$ cat src/hw/cow_pkg.sv
// Purpose: Constants for the code option word decoder.
// Assumes: Option words are 13 bits wide, presented by the programming port.
// Notes: Field positions and word reset values are defined here; the bench repeats the positions as literals.
package cow_pkg;
   localparam int WORD_W = 13;
   localparam int CODE_W = 3;
   localparam int BIT_PERIOD = 8;
   localparam int BIT_WDOG_OFF = 7;
   localparam int BIT_RSVD_LO = 6;
   localparam int BIT_RANGE = 5;
   localparam int BIT_TYPE = 4;
   localparam int BIT_POWER = 3;
   localparam int BIT_PROT_HI = 2;
   localparam int BIT_RSVD_HI = 10;
   localparam logic [2:0] PROT_OFF_CODE = 3'h7;
   // Safe reset image: watchdog on, protection on, reserved bits one, all other bits zero.
   localparam logic [12:0] WORD0_RST = 13'h0440;
   localparam logic [12:0] WORD1_RST = 13'h0000;
   localparam logic [1:0] TMR_DIV2 = 2'h1;
   localparam logic [1:0] TMR_DIV4 = 2'h3;
   typedef enum logic [1:0] {
      COW_LOAD = 2'b00,
      COW_HOLD = 2'b01
   } cow_state_t;
   typedef enum logic [1:0] {
      COW_OSC_RC = 2'b00,
      COW_OSC_LXT = 2'b01,
      COW_OSC_HXT = 2'b11,
      COW_OSC_BAD = 2'b10
   } cow_osc_t;
endpackage

$ cat src/hw/cow_decoder.sv
// Purpose: Capture and decode the two nonvolatile option words.
// Assumes: SRST is the power-on reset; option words are stable during it.
// Notes: Outputs are registered and frozen after the first cycle out of reset.

// Summary of operation
// Option bits are a separate store; the core has no read or write path.
// Two 13-bit words: word 0 configuration, word 1 customer identification.
// Word 0 bit 8 selects two (0) or four (1) clocks per instruction.
// Word 0 bit 7 low enables the watchdog, high disables it.
// Word 0 bit 5 selects low (0) or high (1) frequency crystal.
// Range bit matters only with crystal type; programmer keeps it zero else.
// Word 0 bit 4 selects RC (0) or crystal/resonator (1).
// Word 0 bit 3 selects low (0) or high (1) drive power.
// Bits 2..0 protect the code unless all ones.
// Bits 6 and 10 read as one; bits 12, 11, 9 have no effect.
// Word 1 is kept whole for the programmer and steers nothing.
// RC if type 0; high crystal if type and range 1; low if type 1 with range and power 0.
// Four-clock cycles give the timer a divide-by-four source, else two.
// Words are latched during power-on reset and held until next power-on.
module cow_decoder (
   input wire logic CLK,
   input wire logic SRST,
   input wire logic [cow_pkg::WORD_W-1:0] OPTION_WORD0,
   input wire logic [cow_pkg::WORD_W-1:0] OPTION_WORD1,
   output logic CONFIG_VALID,
   output logic INSTR_PERIOD_SELECT,
   output logic WATCHDOG_ENABLE,
   output logic CRYSTAL_FREQ_RANGE,
   output logic CLOCK_SOURCE_TYPE,
   output logic DRIVE_POWER_LEVEL,
   output logic RC_OSCILLATOR_MODE,
   output logic HIGH_CRYSTAL_MODE,
   output logic LOW_CRYSTAL_MODE,
   output logic [1:0] TIMER_COUNTER_DIV,
   output logic CODE_PROTECT_ACTIVE,
   output logic [cow_pkg::CODE_W-1:0] CODE_PROTECT_BITS,
   output logic [cow_pkg::WORD_W-1:0] PROG_WORD0_READBACK,
   output logic [cow_pkg::WORD_W-1:0] PROG_WORD1_READBACK
);
   import cow_pkg::*;

   cow_state_t state_ff, nxt_state;
   logic [WORD_W-1:0] word0_ff, nxt_word0;
   logic [WORD_W-1:0] word1_ff, nxt_word1;
   logic [WORD_W-1:0] w0;
   cow_osc_t osc_mode;

   // Reserved bits are forced to one whatever the programmer left there.
   function automatic logic [WORD_W-1:0] fix_reserved(
      input logic [WORD_W-1:0] w);
      logic [WORD_W-1:0] r;
      r = w;
      r[BIT_RSVD_LO] = 1'b1;
      r[BIT_RSVD_HI] = 1'b1;
      return r;
   endfunction

   function automatic cow_osc_t osc_decode(input logic [WORD_W-1:0] w);
      cow_osc_t m;
      if (!w[BIT_TYPE]) begin
         m = COW_OSC_RC;
      end else if (w[BIT_RANGE]) begin
         m = COW_OSC_HXT;
      end else if (!w[BIT_POWER]) begin
         m = COW_OSC_LXT;
      end else begin
         // Low range at high power has no defined mode; treated as neither.
         m = COW_OSC_BAD;
      end
      return m;
   endfunction

   // Loading repeats every cycle while reset is held, so the last value
   // before release is the one kept; the core never reaches these flops.
   always_comb begin
      nxt_state = state_ff;
      nxt_word0 = word0_ff;
      nxt_word1 = word1_ff;
      unique case (state_ff)
         COW_LOAD: begin
            nxt_state = COW_HOLD;
         end
         COW_HOLD: begin
            nxt_state = COW_HOLD;
         end
         default: begin
            nxt_state = COW_LOAD;
         end
      endcase
   end

   always_ff @(posedge CLK) begin
      if (SRST) begin
         state_ff <= COW_LOAD;
         word0_ff <= fix_reserved(OPTION_WORD0);
         word1_ff <= OPTION_WORD1;
      end else begin
         state_ff <= nxt_state;
         word0_ff <= nxt_word0;
         word1_ff <= nxt_word1;
      end
   end

   assign w0 = word0_ff;
   assign osc_mode = osc_decode(w0);

   always_ff @(posedge CLK) begin
      if (SRST) begin
         CONFIG_VALID <= 1'b0;
         INSTR_PERIOD_SELECT <= WORD0_RST[BIT_PERIOD];
         WATCHDOG_ENABLE <= ~WORD0_RST[BIT_WDOG_OFF];
         CRYSTAL_FREQ_RANGE <= WORD0_RST[BIT_RANGE];
         CLOCK_SOURCE_TYPE <= WORD0_RST[BIT_TYPE];
         DRIVE_POWER_LEVEL <= WORD0_RST[BIT_POWER];
         RC_OSCILLATOR_MODE <= 1'b1;
         HIGH_CRYSTAL_MODE <= 1'b0;
         LOW_CRYSTAL_MODE <= 1'b0;
         TIMER_COUNTER_DIV <= TMR_DIV2;
         CODE_PROTECT_ACTIVE <= 1'b1;
         CODE_PROTECT_BITS <= WORD0_RST[BIT_PROT_HI:0];
         PROG_WORD0_READBACK <= WORD0_RST;
         PROG_WORD1_READBACK <= WORD1_RST;
      end else begin
         CONFIG_VALID <= 1'b1;
         INSTR_PERIOD_SELECT <= w0[BIT_PERIOD];
         WATCHDOG_ENABLE <= ~w0[BIT_WDOG_OFF];
         CRYSTAL_FREQ_RANGE <= w0[BIT_RANGE];
         CLOCK_SOURCE_TYPE <= w0[BIT_TYPE];
         DRIVE_POWER_LEVEL <= w0[BIT_POWER];
         RC_OSCILLATOR_MODE <= (osc_mode == COW_OSC_RC);
         HIGH_CRYSTAL_MODE <= (osc_mode == COW_OSC_HXT);
         LOW_CRYSTAL_MODE <= (osc_mode == COW_OSC_LXT);
         TIMER_COUNTER_DIV <= w0[BIT_PERIOD] ? TMR_DIV4 : TMR_DIV2;
         CODE_PROTECT_ACTIVE <=
            (w0[BIT_PROT_HI:0] != PROT_OFF_CODE);
         CODE_PROTECT_BITS <= w0[BIT_PROT_HI:0];
         PROG_WORD0_READBACK <= w0;
         PROG_WORD1_READBACK <= word1_ff;
      end
   end
endmodule

$ cat config.mk
export PLATFORM = sky130hd
export DESIGN_NAME = cow_decoder
export DESIGN_NICKNAME = d
export VERILOG_FILES = /design/src/hw/cow_pkg.sv /design/src/hw/cow_decoder.sv
export SDC_FILE = /design/constraint.sdc
export NUM_CORES = 1
export LEC_CHECK = 0
export BUFFER_PORTS_ARGS = -buffer_cell sky130_fd_sc_hd__buf_4
export CORE_MARGIN = 1.5
export CORE_UTILIZATION = 45
export DETAILED_ROUTE_END_ITERATION = 7
export PLACE_DENSITY_LB_ADDON = 0.25
export SYNTH_ARGS = -nofsm -noshare
export SYNTH_HDL_FRONTEND = slang
export SYNTH_SLANG_ARGS = --single-unit
$ cat constraint.sdc
create_clock -name CLK -period 0.9 [get_ports CLK]
set_input_delay 0.09 -clock CLK [delete_from_list [all_inputs] [get_ports CLK]]
set_output_delay 0.09 -clock CLK [all_outputs]
set_load 0.05 [all_outputs]
* Word-level counts from Yosys, hierarchy flattened
Index checks and enable logic that the tools add are counted.
** Cells by class
- Bitwise logic cells :: 1
- Reduce and logical (&&, ||, !) cells :: 1
- Eq/ne operators :: 3
- Multiplexer cells :: 5
** Operator list (number)
- $mux W2 :: 4
- $ne A3 B3 Y1 const B :: 1
- $eq A2 B1 Y1 const B :: 1
- $eq A2 B2 Y1 const B :: 1
- $logic_not A2 Y1 :: 1
- $mux W1 :: 1
- $not A1 Y1 :: 1
** Word-level totals
- Bits in registers :: 63
- Output and inout port bits :: 41
- Input bits :: 28

* Depth between registers and ports, before layout
Gate-level depths: netlist of run 1.
- Word-level depth :: 4
- Gate-level depth with buffers :: 2
- Mapped depth without buffers :: 1

* Worst setup path after synthesis of run 1
Ideal clock, no wire load.
- Path type :: reg2out
- Start :: register PROG_WORD0_READBACK[8] in the netlist's numbering
- End :: output PROG_WORD0_READBACK[8] in the netlist's numbering
- Stages on the path, launching flop included :: 2
- Arrival :: 0.914 ns
- Slack :: -0.104 ns
- Buffers on the path :: 1
- Cell sequence :: dfxtp_1 buf_4
** RTL lines
- start: declaration :: RTL line cow_decoder.sv:37 : output logic [cow_pkg::WORD_W-1:0] PROG_WORD0_READBACK,
- start signal: assignment :: RTL line cow_decoder.sv:137 : PROG_WORD0_READBACK <= w0;
No word-level cell between the ends.

==> results.toml, run 1 <==
[yosys]
synthCells = 99
synth_area_um2 = 1620
ys_ff_latch = 54
yosysSeqAreaShare_pct = 81.5
avgSynthCellArea_um2 = 16.4
synth_top_cell_by_area = "edfxtp_1"
synth_cell_type_count = 11
ys_top_cells_by_area = "edfxtp_1 44%, dfxtp_1 37%, nor2b_1 9.3%"
ys_warn_count = 0
synth_top_cell_area_share_pct = 44.4

[min_path]
min_path_cells = 3
hold_start = "SRST"
holdPathEnd = "CONFIG_VALID"
min_path_type = "input port to register"

[worst_setup_path]
endpoint_kind = "primary output"
reg2reg_slack_ns = 0.08
slowest_stage = "dfxtp_4"
cp.buffers_inverters = 1
critPathMaxStageDelay_ns = 0.39
required_ns = 0.81
r2r-start = "nxt_word0[3]"
rr_endpoint = "LOW_CRYSTAL_MODE"
crit_chain = "buf_6"
crit_family = "flip-flops"
cp-start-kind = "register"
crit_fanout = 3
path_class = "register to primary output"
arrival_ns = 0.89
r2r_cells = 1

[sta]
clock_skew_ns = 0.00658
rsz0062_at_grt = "yes"
setup_slack_ns = -0.0807
layout_min_cycle_time_ns = 0.981
max_freq_mhz = 1020
hold_viol = 0
hold-worst-slack_ns = 0.0897
final_max_slew_viol_count = 0
final.period_utilization_pct = 109
setup_viol = 38

[placement]
dpl_cell_area_um2 = 2110
io_buffers = 63
finalWeightedCongestion = 0.656
placed_cells = 198

[grt]
track_usage_pct = 14.1
grt_first_pass_wirelength_mm = 4.02
antenna_found_initial = 0
grt_max_degree = 29
first_global_vias = 940
grt_overflow = 0

[finish]
final_nets = 211
drive_gt1_share_pct = 56.0
final_common_cell = "dfxtp_2"
post-route-cell-area_um2 = 2700
seqCellArea_um2 = 1360
multi_input_area_um2 = 206
nFillCells = 194
fin_cells = 230
layout_common_cells = "28 x dfxtp_2, 27 x buf_4"
area_delta_synth_final_pct = 66.2
n_antenna_cell = 0

[floorplanning]
num_rows = 21
die_h_um = 63.0
ios = 69
initial_utilization_pct = 47.8
die_w_um = 63.0
core_um2 = 3390
die_area_um2 = 3970

[detailed_routing]
drc = 0
wl_mm = 2.91
antenna_left = 0
first_iter_violations = 18
dr.pass1.iters = 4
vias_per_cell = 4.20
vias = 967
wire_per_inst_um = 12.7

[clock_tree]
cts_tree = "built"
clk_pin_slew_worst_paths_ns = 0.13
cts_made_buffers = 5
insertion_delay_ns = 0.35
clock_sinks = 54
root_buffer = "clkbuf_4"
htree_levels = 2
ctsLongestPathBuffers = 2

[outcome]
violations = "setup timing"
outcome = "complete, but fails checks"

[pwr]
irDropWorstVdd_mv = 1.45
p_per_area_nw_per_um2 = 1910
power_leakage_nw = 1.12

[run]
drv_cap = 0
per-stage QoR:
step                      worst slack [ns]  TNS, ns  power, mW  util, %
after floorplan                     0.0805        0       3.38        -
after global placement               0.188        0       3.62     62.3
after detailed placement             0.122        0       3.65     62.3
after CTS                           -0.102    -2.68       5.14     77.2
after global routing                -0.132    -3.77       5.35     79.5
final                              -0.0807    -1.85       5.16     79.5
synthesized netlist by cell type, drive strengths merged:
cell	count
dfxtp	30
edfxtp	24
nor2b	24
buf	14
nand2b	2
and3b	1
conb	1
inv	1
nand4b	1
nor4b	1
report_power, final:
group          switching (mW)  internal (mW)  leakage, nW
Clock                   0.658          0.664       0.0455
Combinational           0.545          0.448        0.581
Sequential             0.0887           2.76        0.491
cell type report:
cell class	instances	area share, %
multi-input cells	32	7.66
clock inverters	1	1.11
flip-flops and latches	54	50.6
inverters	1	0.139
well taps	46	2.14
repair buffers	89	36.3
clock buffers	7	2.04
registers in the layout, summed over array words and instances (netlist names):
name and flops:
CODE_PROTECT_ACTIVE 1, RC_OSCILLATOR_MODE 1, HIGH_CRYSTAL_MODE 1, LOW_CRYSTAL_MODE 1
nxt_word0 11, CONFIG_VALID 1, PROG_WORD0_READBACK 9, CODE_PROTECT_BITS 2
PROG_WORD1_READBACK 13, WATCHDOG_ENABLE 1, nxt_word1 13
how the worst max path moves through the flow:
stage	startpoint	to	slack [ns]	cells after the start
final	PROG_WORD0_READBACK[8]	INSTR_PERIOD_SELECT	-0.08	1
after detailed placement	nxt_word0[3]	LOW_CRYSTAL_MODE	0.12	1
after global placement	nxt_word0[3]	LOW_CRYSTAL_MODE	0.19	1
after CTS	PROG_WORD0_READBACK[8]	INSTR_PERIOD_SELECT	-0.10	1
after floorplan	PROG_WORD0_READBACK[8]	PROG_WORD0_READBACK[8]	0.08	1
after global routing	PROG_WORD0_READBACK[2]	CODE_PROTECT_BITS[2]	-0.13	1
routing by layer:
layer | vias to the layer above | wire length, um | global-route usage, %
li1 | 477 | - | -
met1 | 447 | 856 | 10.9
met2 | 39 | 1860 | 28.9
met3 | 4 | 153 | 5.41
met4 | 0 | 40 | 6.94
met5 | - | 0 | 0
timing repair:
action                     in CTS  in global routing
buffers inserted                0                  0
hold buffers                   24                  0
setup endpoints to repair      38                 38
gates resized for setup        64                 21
cloned                          0                  0
hold endpoints to repair       24                  0
cells by family after synthesis:
kind of cell           Yosys count  share of synthesized area, %
buffers and inverters           15                          6.25
flip-flops                      54                          81.5
other                            1                         0.231
AND/OR/NAND/NOR                 29                          12.0
No activity file was read; power rests on OpenSTA's default activity.
==> run 2: changes to the inputs <==
Settings changed: CORE_ASPECT_RATIO set to 2.
==> results.toml, run 2 (synthesized netlist as in run 1, its figures left out) <==
[pwr]
clkPwrFrac_pct = 24.1
power_leakage_nw = 1.11
p_comb_share_pct = 19.6
power_frac_seq_pct = 56.3
netSwitchingFraction_pct = 25.6
p_int_mw = 3.75
irDropWorstVdd_mv = 1.54
switchingPower_mw = 1.29
p_per_area_nw_per_um2 = 1880
power_mw = 5.04

[placement]
dp_hpwl_mm = 1.74
dpl_cell_area_um2 = 2120
io_buffers = 63
finalWeightedCongestion = 0.642

[finish]
final_nets = 212
drive_gt1_share_pct = 53.0
fin_util_pct = 78.3
n_antenna_cell = 0
layout_common_cells = "26 x buf_4, 25 x dfxtp_2, 24 x nor2b_1, 24 x dlygate4sd3_1, 24 x edfxtp_1"
final_common_cell = "buf_4"
area_delta_synth_final_pct = 64.9
post-route-cell-area_um2 = 2670

[sta]
max_freq_mhz = 1090
final.period_utilization_pct = 102
setup_slack_ns = -0.0206
clock_skew_ns = 0.00702
hold_viol = 0
rsz0062_at_grt = "yes"
setup_viol = 3
fin_setup_tns_ns = -0.0446
final_max_slew_viol_count = 0
hold-worst-slack_ns = 0.150
layout_min_cycle_time_ns = 0.921

[detailed_routing]
first_iter_violations = 4
wl_mm = 2.83
wire_per_inst_um = 12.1
drc = 0
met3_length_um = 149
vias = 982
antenna_left = 0
vias_per_cell = 4.21
wl_met1_um = 890
dr.max_layer_used = "met4"
met2_length_mm = 1.73
dr.pass1.iters = 2

[grt]
grt_max_degree = 24
grt_first_pass_wirelength_mm = 4.43
antenna_found_initial = 0
grt_overflow = 0
first_global_vias = 1011
track_usage_pct = 16.3

[clock_tree]
insertion_delay_ns = 0.29
post_cts_buffers = 0
clk_pin_slew_worst_paths_ns = 0.09
clock_sinks = 54
root_buffer = "clkbuf_8"
ctsLongestPathBuffers = 2
htree_levels = 2
cts_made_buffers = 5
cts_tree = "built"

[floorplanning]
die_h_um = 87.9
num_rows = 30
die_area_um2 = 3990
ios = 69
core_um2 = 3420
initial_utilization_pct = 47.5
die_w_um = 45.4

[run]
drv_cap = 0

[worst_setup_path]
crit_fanout = 3
critPathLaunch = "PROG_WORD0_READBACK[8]"
r2r-start = "nxt_word0[5]"
reg2reg_slack_ns = 0.13
path_class = "register to primary output"
endpoint_kind = "primary output"
cp.buffers_inverters = 1
critPathMaxStageDelay_ns = 0.38
cp-start-kind = "register"
crit_family = "flip-flops"
crit_chain = "buf_6"
required_ns = 0.81
arrival_ns = 0.83
slowest_stage = "dfxtp_4"

[min_path]
hold_start = "SRST"
min_path_type = "input port to register"

[outcome]
outcome = "complete, but fails checks"
violations = "setup timing"
==> run 2: changes by cell type in the layout (fill, tap and decap cells not counted), moves of 2 or more <==
| cell | previous run | this run |
|---|---|---|
| buf_6 | 12 | 21 |
| buf_8 | 24 | 17 |
| clkbuf_1 | 1 | 3 |
| clkbuf_4 | 5 | 0 |
| clkbuf_8 | 1 | 5 |
| dfxtp_1 | 0 | 4 |
| dfxtp_2 | 28 | 25 |
==> run 2: layer usage <==
metal,vias up,global-route usage [%]
met2,41,28.7
met4,0,8.02
li1,477,-
met3,6,5.77
met1,458,15.9
met5,-,0
==> run 2: final timing paths <==
path / end / depth (start not counted)
max: TIMER_COUNTER_DIV[1] / 1
min: PROG_WORD0_READBACK[4] / 3
max reg2reg: LOW_CRYSTAL_MODE / 1
min reg2reg: WATCHDOG_ENABLE / 1
==> run 2: worst min-delay path, cell delays in order <==
cell     delay [ns]
buf_4          0.12
buf_12         0.14
nor2b_1        0.05
==> run 2: repair_timing <==
| action | in CTS | in global routing |
|---|---|---|
| hold buffers | 24 | 0 |
| endpoints found under the setup margin | 26 | 38 |
| endpoints found under the hold margin | 24 | 0 |
| gates resized for setup | 30 | 45 |
==> run 2: power groups by stage <==
stage / clock, mW / combinational, mW / sequential (mW)
6_report: 1.22 / 0.985 / 2.84
4_1_cts: 1.25 / 0.928 / 2.82
3_5_place_dp: 0 / 0.795 / 2.86
5_1_grt: 1.35 / 1.02 / 2.86
3_3_place_gp: 0 / 0.782 / 2.85
2_1_floorplan: 0 / 0.228 / 3.15
==> run 2: metrics by stage <==
step / cells / setup slack, ns
6_report: 233 / -0.0206
5_1_grt: 233 / -0.0516
4_1_cts: 233 / -0.0321
3_5_place_dp: 201 / 0.157
3_3_place_gp: 201 / 0.187
2_1_floorplan: 101 / 0.0805
==> run 2: layout make-up <==
| cell class | instances | area (um^2) |
|---|---|---|
| Sequential cell | 54 | 1360 |
| Timing Repair Buffer | 90 | 967 |
| Fill cell | 198 | 742 |
| Multi-Input combinational cell | 32 | 206 |
| Clock buffer | 8 | 80.1 |
| Tap cell | 48 | 60.1 |
| Inverter | 1 | 3.75 |
